File: src/shared/mgmt_tag_map.svh
// Offsets, field positions, reset values and framing counts of the
// management tag decoder. Definitions only; included by bare name.
`ifndef MGMT_TAG_MAP_SVH
`define MGMT_TAG_MAP_SVH

// ----------------------------------------------------------------------
// Register byte offsets
// ----------------------------------------------------------------------
`define MT_REG_CTRL 8'h00
`define MT_REG_LAST 8'h04
`define MT_REG_FRAMES 8'h08
`define MT_REG_DROPS 8'h0C
`define MT_REG_TSREQ 8'h10

// ----------------------------------------------------------------------
// Control fields and reset value
// ----------------------------------------------------------------------
`define MT_CTRL_TAG_EN 0
`define MT_CTRL_CLS_LSB 1
`define MT_CTRL_RESET 32'h0000_0001

// ----------------------------------------------------------------------
// Tag fields
// ----------------------------------------------------------------------
`define MT_OPC_LSB 29
`define MT_CLS_LSB 26
`define MT_ENF_LSB 24
`define MT_TSR_BIT 23
`define MT_MAP_LSB 0
`define MT_OPC_LOOKUP 3'h0
`define MT_OPC_DIRECT 3'h1
`define MT_ENF_RSVD 2'h3
`define MT_PORT_MASK 9'h13F

// ----------------------------------------------------------------------
// Framing counts
// ----------------------------------------------------------------------
`define MT_ADDR_BYTES 4'hC
`define MT_TAG_LAST 4'hF
`define MT_PAUSE_TYPE 16'h8808

`endif

File: src/shared/mgmt_tag_pkg.sv
// Types shared by the management tag decoder and its stream buffer.
// Assumes nothing of its surroundings.
package mgmt_tag_pkg;

   // Parse position within a received frame
   typedef enum logic [2:0]
   {
      S_ADDR,
      S_TAG,
      S_REPLAY_HI,
      S_REPLAY_LO,
      S_BODY
   } parse_t;

   // One frame byte with its end marker
   typedef struct packed
   {
      logic [7:0] data;
      logic last;
   } stream_byte_t;

   // Forwarding decision for one frame
   typedef struct packed
   {
      logic drop;
      logic byLookup;
      logic [2:0] forwardClass;
      logic [1:0] tagEnforce;
      logic timestampRequest;
      logic [8:0] egressPortMap;
   } descriptor_t;

endpackage

File: src/rtl/byte_fifo.sv
// Synchronous FIFO with valid/ready on both sides and a fill count.
// Assumes one clock and a synchronous active-low reset.
`timescale 1ns/1ps
module byte_fifo #(
   parameter int WIDTH = 9,
   parameter int DEPTH = 8
)
(
   // Clock and reset
   input wire logic clock,
   input wire logic rst_n,
   // Fill side
   input wire logic inValid,
   input wire logic [WIDTH-1:0] inData,
   output logic inReady,
   // Drain side
   output logic outValid,
   output logic [WIDTH-1:0] outData,
   input wire logic outReady,
   // Fill level
   output logic [$clog2(DEPTH):0] count
);
   localparam int AW = $clog2(DEPTH);

   generate
      if (DEPTH < 4 || (1 << AW) != DEPTH)
      begin : g_bad_depth
         $error("byte_fifo depth must be a power of two, at least 4");
      end
   endgenerate

   logic [WIDTH-1:0] mem [DEPTH];
   logic [AW:0] wrPtr_q;
   logic [AW:0] rdPtr_q;
   logic push;
   logic pop;

   assign count = wrPtr_q - rdPtr_q;
   assign inReady = (count != (AW+1)'(DEPTH));
   assign outValid = (count != '0);
   assign outData = mem[rdPtr_q[AW-1:0]];
   assign push = inValid && inReady;
   assign pop = outValid && outReady;

   always_ff @(posedge clock)
   begin
      if (push)
      begin
         mem[wrPtr_q[AW-1:0]] <= inData;
      end
   end

   always_ff @(posedge clock)
   begin
      if (!rst_n)
      begin
         wrPtr_q <= '0;
         rdPtr_q <= '0;
      end
      else
      begin
         if (push)
         begin
            wrPtr_q <= wrPtr_q + 1'b1;
         end
         if (pop)
         begin
            rdPtr_q <= rdPtr_q + 1'b1;
         end
      end
   end
endmodule

File: src/rtl/mgmt_ingress_tag_decoder.sv
// Management port ingress tag decoder with APB control registers.
// Assumes the receive MAC and forwarding logic share the core clock.
//
// The placing of the registers and the APB register port were decided locally.
`timescale 1ns/1ps
`include "mgmt_tag_map.svh"

// Behaviour
// - Opcode 000 frames are forwarded by ordinary address lookup.
// - Opcode 000: class 28-26, enforcement 25-24, bits 23-0 reserved.
// - The tag's three-bit class becomes the forwarding class in both modes.
// - Enforcement 00 normal, 01 untag, 10 tag, 11 reserved and not sent.
// - Opcode 001 adds timestamp request bit 23 and port map bits 8-0.
// - Opcode 001 frames go to every port set in the map, no lookup.
// - Map bit 8 is the management port; bits 5-0 are front ports.
// - Timestamp request asks for the egress transmit time reported back.
// - Tag octets arrive most significant first.
// - With tagging disabled, management port frames are treated untagged.
// - Pause frames carry no tag and pass as ordinary frames.
module mgmt_ingress_tag_decoder #(
   parameter int FIFO_DEPTH = 8
)
(
   // Clock and reset
   input wire logic clock,
   input wire logic rst_n,
   // APB slave
   input wire logic psel,
   input wire logic penable,
   input wire logic pwrite,
   input wire logic [7:0] paddr,
   input wire logic [31:0] pwdata,
   output logic [31:0] prdata,
   output logic pready,
   output logic pslverr,
   // Receive stream from the management port MAC
   input wire logic rxValid,
   input wire logic [7:0] rxData,
   input wire logic rxLast,
   output logic rxReady,
   // Frame stream to forwarding, tag removed
   output logic txValid,
   output logic [7:0] txData,
   output logic txLast,
   input wire logic txReady,
   // Forwarding decision, one pulse per frame
   output logic descValid,
   output mgmt_tag_pkg::descriptor_t desc
);
   localparam int CW = $clog2(FIFO_DEPTH) + 1;
   localparam logic [CW-1:0] ROOM = CW'(FIFO_DEPTH - 3);

   generate
      if (FIFO_DEPTH < 4)
      begin : g_bad_depth
         $error("FIFO_DEPTH below 4 leaves no room for the pause replay");
      end
   endgenerate

   // ----------------------------------------------------------------------
   // Tag decoding
   // ----------------------------------------------------------------------
   function automatic mgmt_tag_pkg::descriptor_t decodeTag(input logic [31:0] tag);
      mgmt_tag_pkg::descriptor_t d;
      logic [2:0] opcode;
      logic isLookup;
      logic isDirect;
      opcode = tag[`MT_OPC_LSB +: 3];
      isLookup = (opcode == `MT_OPC_LOOKUP);
      isDirect = (opcode == `MT_OPC_DIRECT);
      d.byLookup = isLookup;
      d.forwardClass = tag[`MT_CLS_LSB +: 3];
      d.tagEnforce = tag[`MT_ENF_LSB +: 2];
      d.timestampRequest = isDirect && tag[`MT_TSR_BIT];
      // Reserved bits 7:6 and 22:9 never reach the decision
      d.egressPortMap = isDirect ? (tag[`MT_MAP_LSB +: 9] & `MT_PORT_MASK) : 9'h000;
      d.drop = !(isLookup || isDirect) || (d.tagEnforce == `MT_ENF_RSVD);
      return d;
   endfunction

   // ----------------------------------------------------------------------
   // Registers and APB state
   // ----------------------------------------------------------------------
   logic [31:0] ctrl_q, frames_q, drops_q, tsReq_q;
   logic [31:0] prdata_d, prdata_q;
   logic pready_q, pslverr_q;
   logic mapped, apbSetup, apbDone;

   // ----------------------------------------------------------------------
   // Parser state
   // ----------------------------------------------------------------------
   mgmt_tag_pkg::parse_t state_q;
   mgmt_tag_pkg::parse_t state_d;
   logic [3:0] byteCount_q;
   logic [31:0] tag_q;
   logic accept;
   logic rxReady_q;
   logic descValid_q;
   mgmt_tag_pkg::descriptor_t desc_q;
   mgmt_tag_pkg::descriptor_t plainDesc;
   logic [31:0] tagNext;
   logic isPause;

   // ----------------------------------------------------------------------
   // Buffer signals
   // ----------------------------------------------------------------------
   mgmt_tag_pkg::stream_byte_t pushByte;
   mgmt_tag_pkg::stream_byte_t popByte;
   logic pushValid, fifoInReady, fifoOutValid, fifoOutReady;
   logic [CW-1:0] fifoCount;
   logic txValid_q, txLast_q;
   logic [7:0] txData_q;

   // ----------------------------------------------------------------------
   // APB slave: answers in the first access cycle
   // ----------------------------------------------------------------------
   assign apbSetup = psel && !penable && !pready_q;
   assign apbDone = psel && penable && pready_q;

   always_comb
   begin
      mapped = 1'b1;
      prdata_d = 32'h0000_0000;
      case (paddr)
         `MT_REG_CTRL:
            prdata_d = {28'h000_0000, ctrl_q[3:0]};
         `MT_REG_LAST:
            prdata_d = {15'h0000, desc_q};
         `MT_REG_FRAMES:
            prdata_d = frames_q;
         `MT_REG_DROPS:
            prdata_d = drops_q;
         `MT_REG_TSREQ:
            prdata_d = tsReq_q;
         default:
            mapped = 1'b0;
      endcase
   end

   always_ff @(posedge clock)
   begin
      if (!rst_n)
      begin
         pready_q <= 1'b0;
         pslverr_q <= 1'b0;
         prdata_q <= 32'h0000_0000;
      end
      else
      begin
         pready_q <= apbSetup;
         pslverr_q <= apbSetup && !mapped;
         prdata_q <= (apbSetup && !pwrite) ? prdata_d : 32'h0000_0000;
      end
   end

   always_ff @(posedge clock)
   begin
      if (!rst_n)
         ctrl_q <= `MT_CTRL_RESET;
      else if (apbDone && pwrite && paddr == `MT_REG_CTRL)
         ctrl_q <= {28'h000_0000, pwdata[3:0]};
   end

   // ----------------------------------------------------------------------
   // Parser next state
   // ----------------------------------------------------------------------
   assign accept = rxValid && rxReady_q;
   assign tagNext = {tag_q[23:0], rxData};
   assign isPause = ({tag_q[7:0], rxData} == `MT_PAUSE_TYPE);
   assign plainDesc = decodeTag({`MT_OPC_LOOKUP, ctrl_q[`MT_CTRL_CLS_LSB +: 3], 26'h000_0000});

   always_comb
   begin
      state_d = state_q;
      case (state_q)
         mgmt_tag_pkg::S_ADDR:
         begin
            if (accept && rxLast)
               state_d = mgmt_tag_pkg::S_ADDR;
            else if (accept && byteCount_q == `MT_ADDR_BYTES - 4'h1)
               state_d = ctrl_q[`MT_CTRL_TAG_EN] ? mgmt_tag_pkg::S_TAG
                  : mgmt_tag_pkg::S_BODY;
         end
         mgmt_tag_pkg::S_TAG:
         begin
            if (accept && rxLast)
               state_d = mgmt_tag_pkg::S_ADDR;
            else if (accept && byteCount_q == `MT_ADDR_BYTES + 4'h1 && isPause)
               state_d = mgmt_tag_pkg::S_REPLAY_HI;
            else if (accept && byteCount_q == `MT_TAG_LAST)
               state_d = mgmt_tag_pkg::S_BODY;
         end
         mgmt_tag_pkg::S_REPLAY_HI:
            if (fifoInReady)
               state_d = mgmt_tag_pkg::S_REPLAY_LO;
         mgmt_tag_pkg::S_REPLAY_LO:
            if (fifoInReady)
               state_d = mgmt_tag_pkg::S_BODY;
         mgmt_tag_pkg::S_BODY:
            if (accept && rxLast)
               state_d = mgmt_tag_pkg::S_ADDR;
         default:
            state_d = mgmt_tag_pkg::S_ADDR;
      endcase
   end

   always_ff @(posedge clock)
   begin
      if (!rst_n)
         state_q <= mgmt_tag_pkg::S_ADDR;
      else
         state_q <= state_d;
   end

   // Input stalls during replay and when the buffer is close to full
   always_ff @(posedge clock)
   begin
      if (!rst_n)
         rxReady_q <= 1'b0;
      else
         rxReady_q <= (state_d != mgmt_tag_pkg::S_REPLAY_HI)
            && (state_d != mgmt_tag_pkg::S_REPLAY_LO) && (fifoCount <= ROOM);
   end

   always_ff @(posedge clock)
   begin
      if (!rst_n)
      begin
         byteCount_q <= 4'h0;
         tag_q <= 32'h0000_0000;
      end
      else if (accept)
      begin
         byteCount_q <= (rxLast || byteCount_q == `MT_TAG_LAST) ? 4'h0 : byteCount_q + 4'h1;
         if (state_q == mgmt_tag_pkg::S_TAG)
            tag_q <= tagNext;
      end
   end

   // ----------------------------------------------------------------------
   // Forwarding decision
   // ----------------------------------------------------------------------
   always_ff @(posedge clock)
   begin
      if (!rst_n)
      begin
         descValid_q <= 1'b0;
         desc_q <= '0;
      end
      else
      begin
         descValid_q <= 1'b0;
         if (accept && rxLast
            && (state_q == mgmt_tag_pkg::S_ADDR || state_q == mgmt_tag_pkg::S_TAG))
         begin
            // Runt that ended before its decision
            descValid_q <= 1'b1;
            desc_q <= '{drop: 1'b1, default: '0};
         end
         else if (accept && state_q == mgmt_tag_pkg::S_ADDR && state_d == mgmt_tag_pkg::S_BODY)
         begin
            descValid_q <= 1'b1;
            desc_q <= plainDesc;
         end
         else if (accept && state_d == mgmt_tag_pkg::S_REPLAY_HI)
         begin
            descValid_q <= 1'b1;
            desc_q <= plainDesc;
         end
         else if (accept && state_q == mgmt_tag_pkg::S_TAG && byteCount_q == `MT_TAG_LAST)
         begin
            descValid_q <= 1'b1;
            desc_q <= decodeTag(tagNext);
         end
      end
   end

   // Statistics for software
   always_ff @(posedge clock)
   begin
      if (!rst_n)
      begin
         frames_q <= 32'h0000_0000;
         drops_q <= 32'h0000_0000;
         tsReq_q <= 32'h0000_0000;
      end
      else if (descValid_q)
      begin
         frames_q <= frames_q + 32'h0000_0001;
         drops_q <= drops_q + {31'h0000_0000, desc_q.drop};
         tsReq_q <= tsReq_q + {31'h0000_0000, desc_q.timestampRequest};
      end
   end

   // ----------------------------------------------------------------------
   // Frame data path: tag bytes held back, pause type replayed
   // ----------------------------------------------------------------------
   always_comb
   begin
      pushValid = 1'b0;
      pushByte.data = rxData;
      pushByte.last = rxLast;
      case (state_q)
         mgmt_tag_pkg::S_ADDR, mgmt_tag_pkg::S_BODY:
            pushValid = accept;
         mgmt_tag_pkg::S_REPLAY_HI:
         begin
            pushValid = 1'b1;
            pushByte.data = tag_q[15:8];
            pushByte.last = 1'b0;
         end
         mgmt_tag_pkg::S_REPLAY_LO:
         begin
            pushValid = 1'b1;
            pushByte.data = tag_q[7:0];
            pushByte.last = 1'b0;
         end
         default:
            pushValid = 1'b0;
      endcase
   end

   byte_fifo #(
      .WIDTH($bits(mgmt_tag_pkg::stream_byte_t)),
      .DEPTH(FIFO_DEPTH)
   ) u_buffer (
      .clock(clock),
      .rst_n(rst_n),
      .inValid(pushValid),
      .inData(pushByte),
      .inReady(fifoInReady),
      .outValid(fifoOutValid),
      .outData(popByte),
      .outReady(fifoOutReady),
      .count(fifoCount)
   );

   assign fifoOutReady = !txValid_q || txReady;

   always_ff @(posedge clock)
   begin
      if (!rst_n)
      begin
         txValid_q <= 1'b0;
         txData_q <= 8'h00;
         txLast_q <= 1'b0;
      end
      else if (fifoOutReady)
      begin
         txValid_q <= fifoOutValid;
         txData_q <= popByte.data;
         txLast_q <= popByte.last;
      end
   end

   // ----------------------------------------------------------------------
   // Outputs
   // ----------------------------------------------------------------------
   assign prdata = prdata_q;
   assign pready = pready_q;
   assign pslverr = pslverr_q;
   assign rxReady = rxReady_q;
   assign txValid = txValid_q;
   assign txData = txData_q;
   assign txLast = txLast_q;
   assign descValid = descValid_q;
   assign desc = desc_q;
endmodule

File: config.mk
export PLATFORM = sky130hd
export DESIGN_NAME = mgmt_ingress_tag_decoder
export DESIGN_NICKNAME = d
export VERILOG_FILES = /design/src/shared/mgmt_tag_pkg.sv /design/src/rtl/byte_fifo.sv /design/src/rtl/mgmt_ingress_tag_decoder.sv
export VERILOG_INCLUDE_DIRS = /design/src /design/src/shared
export SDC_FILE = /design/constraint.sdc
export NUM_CORES = 1
export LEC_CHECK = 0
export ABC_AREA = 0
export BUFFER_PORTS_ARGS = -buffer_cell sky130_fd_sc_hd__buf_4
export CAP_MARGIN = 10
export CORE_UTILIZATION = 52
export CTS_BUF_LIST = sky130_fd_sc_hd__clkbuf_4
export CTS_CLUSTER_SIZE = 24
export DETAILED_ROUTE_END_ITERATION = 8
export GPL_TIMING_DRIVEN = 0
export MAX_ROUTING_LAYER = met4
export PLACE_DENSITY = 0.74
export SLEW_MARGIN = 15
export SYNTH_ARGS = -nofsm -noshare
export SYNTH_HDL_FRONTEND = slang
export SYNTH_SLANG_ARGS = --single-unit
File: constraint.sdc
create_clock -name clock -period 2.7 [get_ports clock]
set_input_delay 0.81 -clock clock [delete_from_list [all_inputs] [get_ports clock]]
set_output_delay 0.81 -clock clock [all_outputs]
set_load 0.02 [all_outputs]
==> results.txt, run 1 <==
The via count of the first global-routing pass was around 9k. The maximum operating frequency is 361 MHz. The routed wire length came out at approximately 30 mm. The count of non-filler cells in the finished layout came out at 1698.

Setup repair after global routing could not meet its margin everywhere. The initial cell density of the core is 53.3%. The area of the multi-input gates came out at 5430 um2. The top cell types in the final layout, fill and taps aside, are sky130_fd_sc_hd__dfxtp_1 (195), sky130_fd_sc_hd__nor2_1 (187), sky130_fd_sc_hd__nand2_1 (138). The number of warnings issued by yosys came out at 0.

In the final routed layout, each cell accounts on average for 17.5 um. The max-slew violation count is 0. The mean instance size in the synthesized netlist came out at 9.89 um2. Clock skew on the completed layout was measured at 0.0323 ns. The global router's overall resource usage is 26.1%.

In the global route stage, met2 resource usage came out at 39.7%. The most common cell after layout, fill and taps aside is sky130_fd_sc_hd__dfxtp_1. The tree built by TritonCTS fans out to around 270 sinks. The family with the most delay on the worst path is simple AND/OR/NAND/NOR gates. The HPWL reported at the end of detailed placement is approximately 20 mm.

The iteration count of the initial detailed-routing pass is 7. Global routing consumed, on the met1 layer, about a third of the routing resources. TritonCTS created 73 clock buffers. The sum of negative setup slack came out at -0.352 ns. The total of endpoints with negative setup slack in the final report is 11.

The routed via count divided by cell count came out at 5.58. The root buffer cell chosen for the clock tree is sky130_fd_sc_hd__clkbuf_4. Across the run, the number of max-cap violations was 0. The cell count after synthesis came out at 1182.

The critical-path maximum fanout came out at 10. From synthesis to final layout, the design area changed by 20.9%. The share of the cycle needed by the critical path after routing is 103%.

STA classifies the critical path endpoint as a flip-flop. The critical path is of the reg2reg type. Synthesis inferred 272 register bits. In the global route stage, met3 resource usage came out at 4.28%. The worst slew margin relative to its limit is between 20% and 30%. The share of the Yosys chip area taken by registers is 52.7%. The worst-case IR drop observed on VDD is 0.300 mV. The critical path goes through inv_4 > ha_4 > inv_2 > fa_2 > xor2_2 > or3b_4 > buf_6 > o311ai_4 > nor2_4 > xnor2_1 > nor2_1. The pin count of the biggest net entering global routing is 12.

The mapped cell area came out at roughly 12000 um2. The clock passes through at most 3 buffers. The count of hold buffers inserted by post-cts repair came out at 0. The number of synthesized flops with an enable pin is 72. Among all stages on the critical path, the largest delay is contributed by sky130_fd_sc_hd__o311ai_4. The floorplan has 54 rows. The total of fill cells in the finished design came out at 1738. The sum of overflow across all layers after global routing is 0.

The number of DRC markers in iteration 0 came out at 760. The fraction of final layout cells with drive strength greater than 1 came out at 21.5%. The clock tree from TritonCTS is built. Subtracting the final worst setup slack from the clock period gives 2.77 ns.

The worst setup margin is -0.0704 ns. The clock tree synthesis step divided the H-tree into 3 levels. The global routing stage identified its most utilized layer as met2. The area inside the core boundary came out at 22000 um2. The clock latency on the worst-skew pair is 0.67 ns.

Routability-driven placement finished with a final weighted congestion of 0.903. The actual transition at the worst max-transition pin is 1.07 ns. At the worst endpoint, the required time is 3.24 ns. The path class of the tightest hold or removal check is in2reg. The dominant synthesized flop cell is sky130_fd_sc_hd__dfxtp_1.

Together, buffers and inverters on the worst path number 3. After synthesis, the netlist uses 64 different library cells. The count of unresolved DRC violations after routing came out at 8.

The detailed-route via count came out at 9474. The highest cell delay on the worst timing path came out at 0.50 ns. The arrival time of data at the critical path endpoint came out at 3.31 ns. The boundary pin count came out at between 100 and 150. The initial antenna violation count is 1. The number of port buffers came out at 86. The run finished, with violations left. The net total in the final layout came out at roughly 1.4k.

The die extent in x is 152 um. The first global-routing pass estimated ~46 mm of wire. The final standard cell area without fillers came out at 14100 um2. The checks that failed: design-rule violations, negative setup slack. The area of the die is 23100 um2. The total count of hold-check failures in the final report came to 0. The share of flip-flops with an asynchronous set or reset after synthesis is 0%.

After clock tree synthesis, the clock-pin slew on the worst setup and hold paths is 0.07 ns. The post-detailed-route count of antenna-violating nets is 0. The worst hold slack across all endpoints is roughly 0.37 ns. In the final layout, flip-flops and latches occupy ~6200 um2.

The floorplan die height is between 150 and 200 um. The post-placement cell count is about 1.5k. The cell area after placement came out at about 13000 um2. The power density relative to cell area came out at ~700 nW/um2. The worst setup path is launched from a flip-flop. The static leakage is slightly above 5 nW.
## per-layer routing
metal | up-vias | wire length [um]
met1 | 4532 | 13500
li1 | 4552 | -
met4 | 0 | 695
met3 | 45 | 1830
met5 | - | 0
met2 | 345 | 13700
## worst paths after layout
check                                    from                               end  slack [ns]  depth (start not counted)
max reg2reg  u_buffer.wrPtr_q[0]$_SDFFE_PN0P_  u_buffer.wrPtr_q[3]$_SDFFE_PN0P_       -0.07                         11
min                                 pwdata[0]            ctrl_q[0]$_SDFFE_PN1P_        0.37                          3
min reg2reg            tag_q[18]$_SDFFE_PN0P_            tag_q[18]$_SDFFE_PN0P_        0.46                          2
max          u_buffer.wrPtr_q[0]$_SDFFE_PN0P_  u_buffer.wrPtr_q[3]$_SDFFE_PN0P_       -0.07                         11
## registers in the layout, indices dropped and copies added (netlist names), 8 cells and up
signal and flops:
frames_q 32, tag_q 24, desc 15, txData 8, u_buffer.mem 72, drops_q 32, tsReq_q 32, prdata 32
## cells in the mapped netlist (21+ instances only)
| cell type | n | share of area [%] |
|---|---|---|
| sky130_fd_sc_hd__nand4_1 | 27 | 1.4 |
| sky130_fd_sc_hd__nor3_1 | 25 | 1.1 |
| sky130_fd_sc_hd__and3_1 | 23 | 1.2 |
| sky130_fd_sc_hd__o21ai_0 | 21 | 0.90 |
| sky130_fd_sc_hd__a21oi_1 | 69 | 3.0 |
| sky130_fd_sc_hd__xor2_1 | 62 | 4.6 |
| sky130_fd_sc_hd__dfxtp_1 | 200 | 34 |
| sky130_fd_sc_hd__nand2_1 | 139 | 4.5 |
| sky130_fd_sc_hd__mux2i_1 | 51 | 4.4 |
| sky130_fd_sc_hd__xnor2_1 | 28 | 2.1 |
| sky130_fd_sc_hd__nor2_1 | 193 | 6.2 |
| sky130_fd_sc_hd__clkbuf_1 | 51 | 1.6 |
| sky130_fd_sc_hd__edfxtp_1 | 72 | 18 |
| sky130_fd_sc_hd__nand3_1 | 33 | 1.4 |
## through the flow
step	utilization [%]	power, mW	setup WS [ns]
4_1_cts	63.1	9.79	-0.141
3_3_place_gp	57.9	5.70	-0.558
3_5_place_dp	57.9	5.74	-0.545
6_report	64.4	9.94	-0.0704
5_1_grt	64.4	10.4	-0.141
2_1_floorplan	-	5.34	0.00842
## what timing repair did
item / 4_1_cts / 5_1_grt
resized for setup: 22 / 38
pin swaps: 3 / 14
setup buffers: 5 / 11
cloned: 0 / 1
endpoints found under the setup margin: 89 / 94
## power breakdown
part	switching [mW]	internal [mW]	leakage [nW]
combinational	0.862	0.693	2.28
sequential	0.0911	4.32	2.27
clock	1.71	2.26	0.603
## cell type report
type | count | area share (%)
flip-flops and latches | 272 | 43.7
multi-input cells | 832 | 38.4
clock buffers | 118 | 6.26
repair buffers | 102 | 5.70
well taps | 280 | 2.48
plain buffers | 63 | 2.00
clock inverters | 13 | 0.991
inverters | 17 | 0.504
diodes | 1 | 0.0177
## worst min-delay path: cells and delay by family
family / cells / cell delay [ns]
buffers and inverters: 1 / 0.08
muxes: 1 / 0.05
and+or+nand+nor: 1 / 0.06
## cell families after synthesis
group	after synthesis	share of synthesized area [%]
AOI/OAI and AO/OA	142	7.50
xor gates and xnor gates	90	6.74
adders and majority gates	13	1.45
buffers and inverters	80	2.80
DFF	272	52.7
muxes	71	8.02
other	1	0.0321
and+or+nand+nor	513	20.7
No activity file was read; power rests on OpenSTA's default activity.
==> run 2, diff against run 1 <==
- CORE_MARGIN: not set -> 2
==> run 2 against run 1 <==
The flow finishes with violations (negative setup slack). Core utilization fell by 0.50 points. Register-to-register slack got worse by 0.04 ns. Critical path type unchanged. Sequential share of layout area rose by 0.31 points. Largest power group unchanged. Fmax shrank 1.6%. Via count grew 1.2%. Worst hold slack better by 0.023 ns. First-iteration DRC count fell by 2.5%. Combinational power up 9.6%. Routed wire length rose by 2.6%. Sequential cell count unchanged. Global-route usage is 0.19 points lower.
==> results.txt, run 2 (synthesis results as in run 1) <==
After the last flow step, the layout net total stands at 1437. The die extent in x came out at around 150 um. Across the VDD grid, the largest voltage drop is 0.357 mV. The checks that failed: negative setup slack. The number of port buffers is 86. At the worst endpoint, the arrival time is 3.35 ns.

The clock latency on the worst-skew pair came out at 0.69 ns. Setup total negative slack on the finished layout was measured at -0.916 ns. Leaving out fill and tap cells, the most frequent cells in the layout are sky130_fd_sc_hd__dfxtp_1 (194), sky130_fd_sc_hd__nor2_1 (187), sky130_fd_sc_hd__nand2_1 (138). The number of buffers and inverters on the critical path came out at 2. The total count of hold-check failures in the final report is 0. Compared with the post-synthesis result, the final layout area differs by 20.0%.

Internal power comes to 7.02 mW. The pin count of the biggest net entering global routing is 12. Static timing analysis puts the maximum clock frequency at 355 MHz. Dividing total power by cell area gives a power density of 691 nW/um2. After clock tree synthesis, the flow added hold-fix buffers numbering 0. Across all setup checks in the final design, the least slack found is -0.115 ns.

In this run the remaining antenna-violating nets after routing total 0. The power share of the combinational group came out at 17.6%. The largest buffer count on any clock path is 3. The routed via count divided by cell count is about 5.7.

The iteration count of the initial detailed-routing pass came out at 5. Among all stages on the critical path, the largest delay is contributed by sky130_fd_sc_hd__fa_2. The worst hold path begins at pwdata[0].

The static leakage came out at a little over 5 nW. The worst register-to-register path begins at u_buffer.rdPtr_q[0]$_SDFFE_PN0P_. Once the floorplan was initialized, standard cells occupied around 53% of the core. The most common cell after layout, fill and taps aside is sky130_fd_sc_hd__dfxtp_1. The share of the cycle needed by the critical path after routing is 104%.

The fraction of power spent switching nets came out at 27.7%. Summed over all layers, the global routing overflow is 0. TritonCTS built the clock tree. The most critical setup path has its startpoint at u_buffer.rdPtr_q[0]$_SDFFE_PN0P_. The area of the die came out at roughly 24000 um2. The largest clock skew in the final design came out at 0.0556 ns. The area inside the core boundary is between 20000 and 25000 um2. Summing internal, switching and leakage power gives 9.70 mW. The HPWL reported at the end of detailed placement came out at a little over 20 mm. The share of total power in the clock network is 37.0%. The H-tree was split into 3 levels. The routed wire length came out at 30.5 mm. The post-CTS clock slew at the launch and capture registers of the worst setup and hold paths came out at 0.07 ns.

Cells with a size suffix above 1 make up 20.9% of the layout. The routed length per placed instance came out at between 15 and 20 um. The congestion estimate from routability-driven global placement came to 0.884. The highest cell delay on the worst timing path came out at between 0.4 and 0.5 ns. The max-capacitance violation count came out at 0.

The critical path class is reg2reg. Global routing used 25.9% of the available tracks. Broken down by cell family, the worst path's largest delay share belongs to compound AO/OA/AOI/OAI gates.

The TritonCTS buffer count is about 70. The worst slew margin relative to its limit is 28.2%. The cell area after placement came out at 12700 um2. In the routed design, unresolved DRC markers number 0. The critical-path maximum fanout came out at 4. For the finished layout, the period the worst path requires is 2.82 ns. The count of standard-cell rows is 54. The run finished, with violations left.

The tightest min-delay check is of the in2reg type. The first global-routing pass estimated 47.2 mm of wire. STA classifies the critical path endpoint as a flip-flop.

The clock drives 272 sinks. The flip-flop count of the largest register, all copies and words added is 72. The final standard cell area without fillers is 14000 um2. The post-placement cell count came out at 1549. In this run, the number of DRC markers left after iteration 0 of detailed routing was 741. The initial antenna violation count is 1. The detailed-route via count came out at approximately 9.6k. Setup repair after global routing could not meet its margin everywhere. The critical path goes through ha_4 > inv_2 > fa_2 > xor2_4 > or3b_4 > o31ai_4 > a41o_1 > nor4b_4 > buf_4 > o311a_1.

The kind of launch point of the worst setup path is a flip-flop. The sequential share of power came out at a little under half. The floorplan die height came out at 154 um. The total of endpoints with negative setup slack in the final report is 19. For this design the total switching power over the nets is 2.68 mW. The via count of the first global-routing pass came to 9042. For this design the top-level I/O count stands at 119. For this run, the number of standard cells in the final layout without fillers is 1695.

The tree is rooted in a sky130_fd_sc_hd__clkbuf_4. For the pin with the worst max-slew slack, the measured transition is 1.07 ns. The tightest hold path in the finished design has a slack of between 0.3 and 0.4 ns. The max-slew violation count is 0.

The required time of the critical path came out at 3.23 ns.
==> run 2: cell types whose count changed in the layout (fill, tap and decap cells not counted), moves of 3 or more <==
| cell | previous run | this run |
|---|---|---|
| sky130_fd_sc_hd__clkbuf_4 | 118 | 102 |
| sky130_fd_sc_hd__buf_4 | 100 | 112 |
| sky130_fd_sc_hd__nor3_1 | 17 | 22 |
| sky130_fd_sc_hd__clkinv_1 | 6 | 9 |
| sky130_fd_sc_hd__dfxtp_2 | 3 | 6 |
| sky130_fd_sc_hd__nor3_2 | 5 | 2 |
==> run 2: power groups by stage <==
| stage | clock [mW] | combinational (mW) | sequential [mW] |
|---|---|---|---|
| final | 3.59 | 1.71 | 4.41 |
| after global routing | 3.89 | 1.83 | 4.42 |
| after CTS | 3.65 | 1.46 | 4.40 |
| after detailed placement | 0 | 1.26 | 4.48 |
| after global placement | 0 | 1.23 | 4.47 |
| after floorplan | 0 | 0.807 | 4.54 |
==> run 2: worst paths after layout <==
path         depth (start not counted)  slack [ns]                     end
max                                 10       -0.12   desc[15]$_SDFFE_PP0P_
min                                  3        0.39  ctrl_q[0]$_SDFFE_PN1P_
max reg2reg                         10       -0.12   desc[15]$_SDFFE_PP0P_
min reg2reg                          2        0.46  tag_q[18]$_SDFFE_PN0P_
==> run 2: what timing repair did <==
action                     CTS  global route
pin swaps                    7            13
gates cloned                 1             0
setup buffers               13            12
setup endpoints to repair   93            90
gates resized for setup     29            24
==> run 2: cell type report <==
type | count | area, um2
inverters | 17 | 71.3
plain buffers | 63 | 274
diodes | 1 | 2.50
clock inverters | 17 | 124
fillers | 1724 | 7920
repair buffers | 112 | 865
flip-flops and latches | 272 | 6170
well taps | 280 | 350
multi-input cells | 831 | 5410
clock buffers | 102 | 766
==> run 2: through the flow <==
step | utilization, % | worst slack (ns)
global placement | 57.9 | -0.519
detailed placement | 57.9 | -0.613
floorplan | - | 0.00842
CTS | 62.9 | -0.0438
finish | 63.9 | -0.115
global route | 63.9 | -0.194
==> run 2: routing by layer <==
metal | share of wire (%) | vias up | global-route usage, %
met5 | 0 | - | -
met4 | 1.9 | 0 | 7.83
met3 | 8.2 | 50 | 6.31
met2 | 46 | 410 | 39.5
met1 | 44 | 4563 | 34.3
li1 | - | 4564 | -
==> run 2: worst reg2reg max path, stage by stage, from the launching register on <==
cell	delay, ns
sky130_fd_sc_hd__dfxtp_2	0.39
sky130_fd_sc_hd__ha_4	0.17
sky130_fd_sc_hd__inv_2	0.05
sky130_fd_sc_hd__fa_2	0.42
sky130_fd_sc_hd__xor2_4	0.17
sky130_fd_sc_hd__or3b_4	0.40
sky130_fd_sc_hd__o31ai_4	0.20
sky130_fd_sc_hd__a41o_1	0.28
sky130_fd_sc_hd__nor4b_4	0.08
sky130_fd_sc_hd__buf_4	0.17
sky130_fd_sc_hd__o311a_1	0.33
==> run 3, diff against run 2 <==
- ABC_CLOCK_PERIOD_IN_PS: not set -> 2700
- CELL_PAD_IN_SITES_DETAIL_PLACEMENT: not set -> 1
- CELL_PAD_IN_SITES_GLOBAL_PLACEMENT: not set -> 2
- CORE_UTILIZATION: 52 -> 35
- PLACE_DENSITY: 0.74 -> not set
- PLACE_DENSITY_LB_ADDON: not set -> 0.1
- TNS_END_PERCENT: not set -> 5
==> run 3 against run 2 <==
Cell count up 10%. First-iteration DRC count down 43%. Sequential power about the same. Largest cell class unchanged. Routed wire length up 15%. Highest routed layer unchanged. Largest power group unchanged. The run still ends with negative setup slack left. Core utilization down 20 points.
==> results.txt, run 3 (synthesis results as in run 1) <==
The slowest stage of the critical path belongs to the cell sky130_fd_sc_hd__fa_2. The worst hold slack across all endpoints came out at 0.301 ns. The detailed-route via count is 9344.

Cells fill 43.5% of the core in the end. The boundary pin count is 119. TritonCTS built the clock tree. In this design, the stage delay of the slowest critical-path cell is ~0.40 ns. Once the floorplan was initialized, standard cells occupied 35.8% of the core.

Clock tree synthesis found a total of 272 sinks. The path class of the lowest-slack min-delay path is in2reg. The clock latency on the worst-skew pair is about 0.77 ns. Relative to the synthesized area, the layout overhead comes to 21.6%. In the global route stage, overall resource usage came out at 20.6%.

The post-CTS clock slew at the launch and capture registers of the worst setup and hold paths came out at 0.06 ns. In the post-route analysis, the smallest setup slack over all paths is -0.0776 ns. The library cell used most frequently in the layout, excluding fill and tap cells, is sky130_fd_sc_hd__dfxtp_1.

The number of buffers and inverters on the critical path came out at 4. The die is 187 um tall. The critical-path maximum fanout came out at 5.

The share of the cycle needed by the critical path after routing came out at 103%. The total count of hold-check failures in the final report came out at 0. The pin count of the biggest net entering global routing came out at 14. The worst setup path is launched from a flip-flop.

The clock root buffer is sky130_fd_sc_hd__clkbuf_4. The flow ran to the end, but the final reports show violations. The number of port buffers came out at 86. Before antenna repair, the detailed router went through 4 iterations.

The largest buffer count on any clock path is 3. The max-slew violation count came out at 0. In this run the static leakage power is 5.09 nW. The via count of the first global-routing pass came out at 9723. Buffers inserted to repair hold after CTS numbered 0. The fraction of final layout cells with drive strength greater than 1 came out at about a fifth.

The TritonCTS buffer count is 80. The power density relative to cell area is slightly below 700 nW/um2. In this run the remaining antenna-violating nets after routing total 0. The largest clock skew in the final design is 0.0437 ns. The global placement routability congestion came out at 0.815.

In the layout the commonest cells are sky130_fd_sc_hd__dfxtp_1 (193), sky130_fd_sc_hd__nor2_1 (187), sky130_fd_sc_hd__nand2_1 (138). Setup repair after global routing could not meet its margin everywhere. The setup check on the worst reg-to-reg path leaves a slack of -0.08 ns. After detailed routing, the number of remaining DRC violations is 0. The routed wire length is 35.0 mm. The area of the die is roughly 35000 um2.

Derived from the worst setup path, the maximum achievable clock frequency is 360 MHz. The die extent in x is between 150 and 200 um. The net total in the final layout is 1432. Broken down by cell family, the worst path's largest delay share belongs to simple AND/OR/NAND/NOR gates. Walking the worst path, the cells encountered are inv_4 > ha_4 > inv_2 > fa_2 > xor2_2 > nor3b_2 > nand4_1 > a41o_1 > nor4b_4 > buf_6 > buf_12 > mux2i_1.

Max-cap violations in this run came to 0. The total of endpoints with negative setup slack in the final report is 15. Using the TritonRoute via totals, the vias-per-cell ratio works out to 5.01.

The time the final worst path needs with I/O delays and setup came out at 2.78 ns. The arrival time of data at the critical path endpoint came out at between 3 and 4 ns. The clock tree synthesis step divided the H-tree into 3 levels. The critical path class is reg2reg. The actual transition at the worst max-transition pin came out at 1.15 ns. After global routing the overflow that remains totals 0. The first-pass GRT wire length came out at 54.3 mm. The count of standard-cell rows came out at 66. The checks that failed: negative setup slack. The worst slew margin relative to its limit is 22.4%.

The required time of the critical path came out at 3.37 ns. The HPWL reported at the end of detailed placement came out at 25.1 mm. The flip-flop count of the largest register, all copies and words added is 72. The number of DRC markers in iteration 0 came out at 421. The routed length per placed instance came out at 18.8 um. The area inside the core boundary came out at between 30000 and 40000 um2. The maximum VDD drop is 0.314 mV. The nature of the critical path endpoint is a flip-flop. The minimum setup slack after placement came out at -1.18 ns. The initial antenna violation count is 2.
-- run 3: layer usage --
layer	wire length [um]	track usage, %
met5	0	-
met4	816	7.51
met3	1480	4.68
met2	15400	30.0
met1	17300	28.1
-- run 3: power by group --
part	switching, mW	internal [mW]
logic	0.855	0.640
clock network	1.87	2.10
registers	0.0909	4.32
-- run 3: worst paths after layout --
check                                                 startpoint                      to  cells past startpoint
worst max-delay path            u_buffer.wrPtr_q[0]$_SDFFE_PN0P_   desc[13]$_SDFFE_PP0P_                     12
worst min-delay path                                   pwdata[2]  ctrl_q[2]$_SDFFE_PN0P_                      3
worst max register to register  u_buffer.wrPtr_q[0]$_SDFFE_PN0P_   desc[13]$_SDFFE_PP0P_                     12
worst min register to register            tag_q[20]$_SDFFE_PN0P_  tag_q[20]$_SDFFE_PN0P_                      2
-- run 3: per-stage QoR --
stage	total power, mW	setup TNS, ns	instance area, um2	cells
2_1_floorplan	5.34	-3.99	11700	1183
3_3_place_gp	5.77	-88.57	12900	1711
3_5_place_dp	5.79	-98.37	12900	1711
4_1_cts	9.93	-1.23	14100	1854
5_1_grt	10.4	-2.82	14200	1864
6_report	9.87	-0.451	14200	1864
-- run 3: timing repair --
action / in CTS / in global routing
cloned: 0 / 1
pin swaps: 4 / 8
buffers inserted: 5 / 7
setup endpoints to repair: 101 / 72
resized for setup: 26 / 17
-- run 3: final cells by class --
type	instances	area, um2
well taps	442	553
diodes	2	5.00
repair buffers	99	790
inverters	17	71.3
plain buffers	62	264
clock inverters	29	200
multi-input cells	831	5330
flip-flops and latches	272	6180
fillers	3848	18500
clock buffers	110	826
-- run 3: tightest hold or removal path, delay by kind of cell --
| kind | cells | cell delay (ns) |
|---|---|---|
| buf+inv | 1 | 0.07 |
| mux | 1 | 0.05 |
| simple gates | 1 | 0.07 |
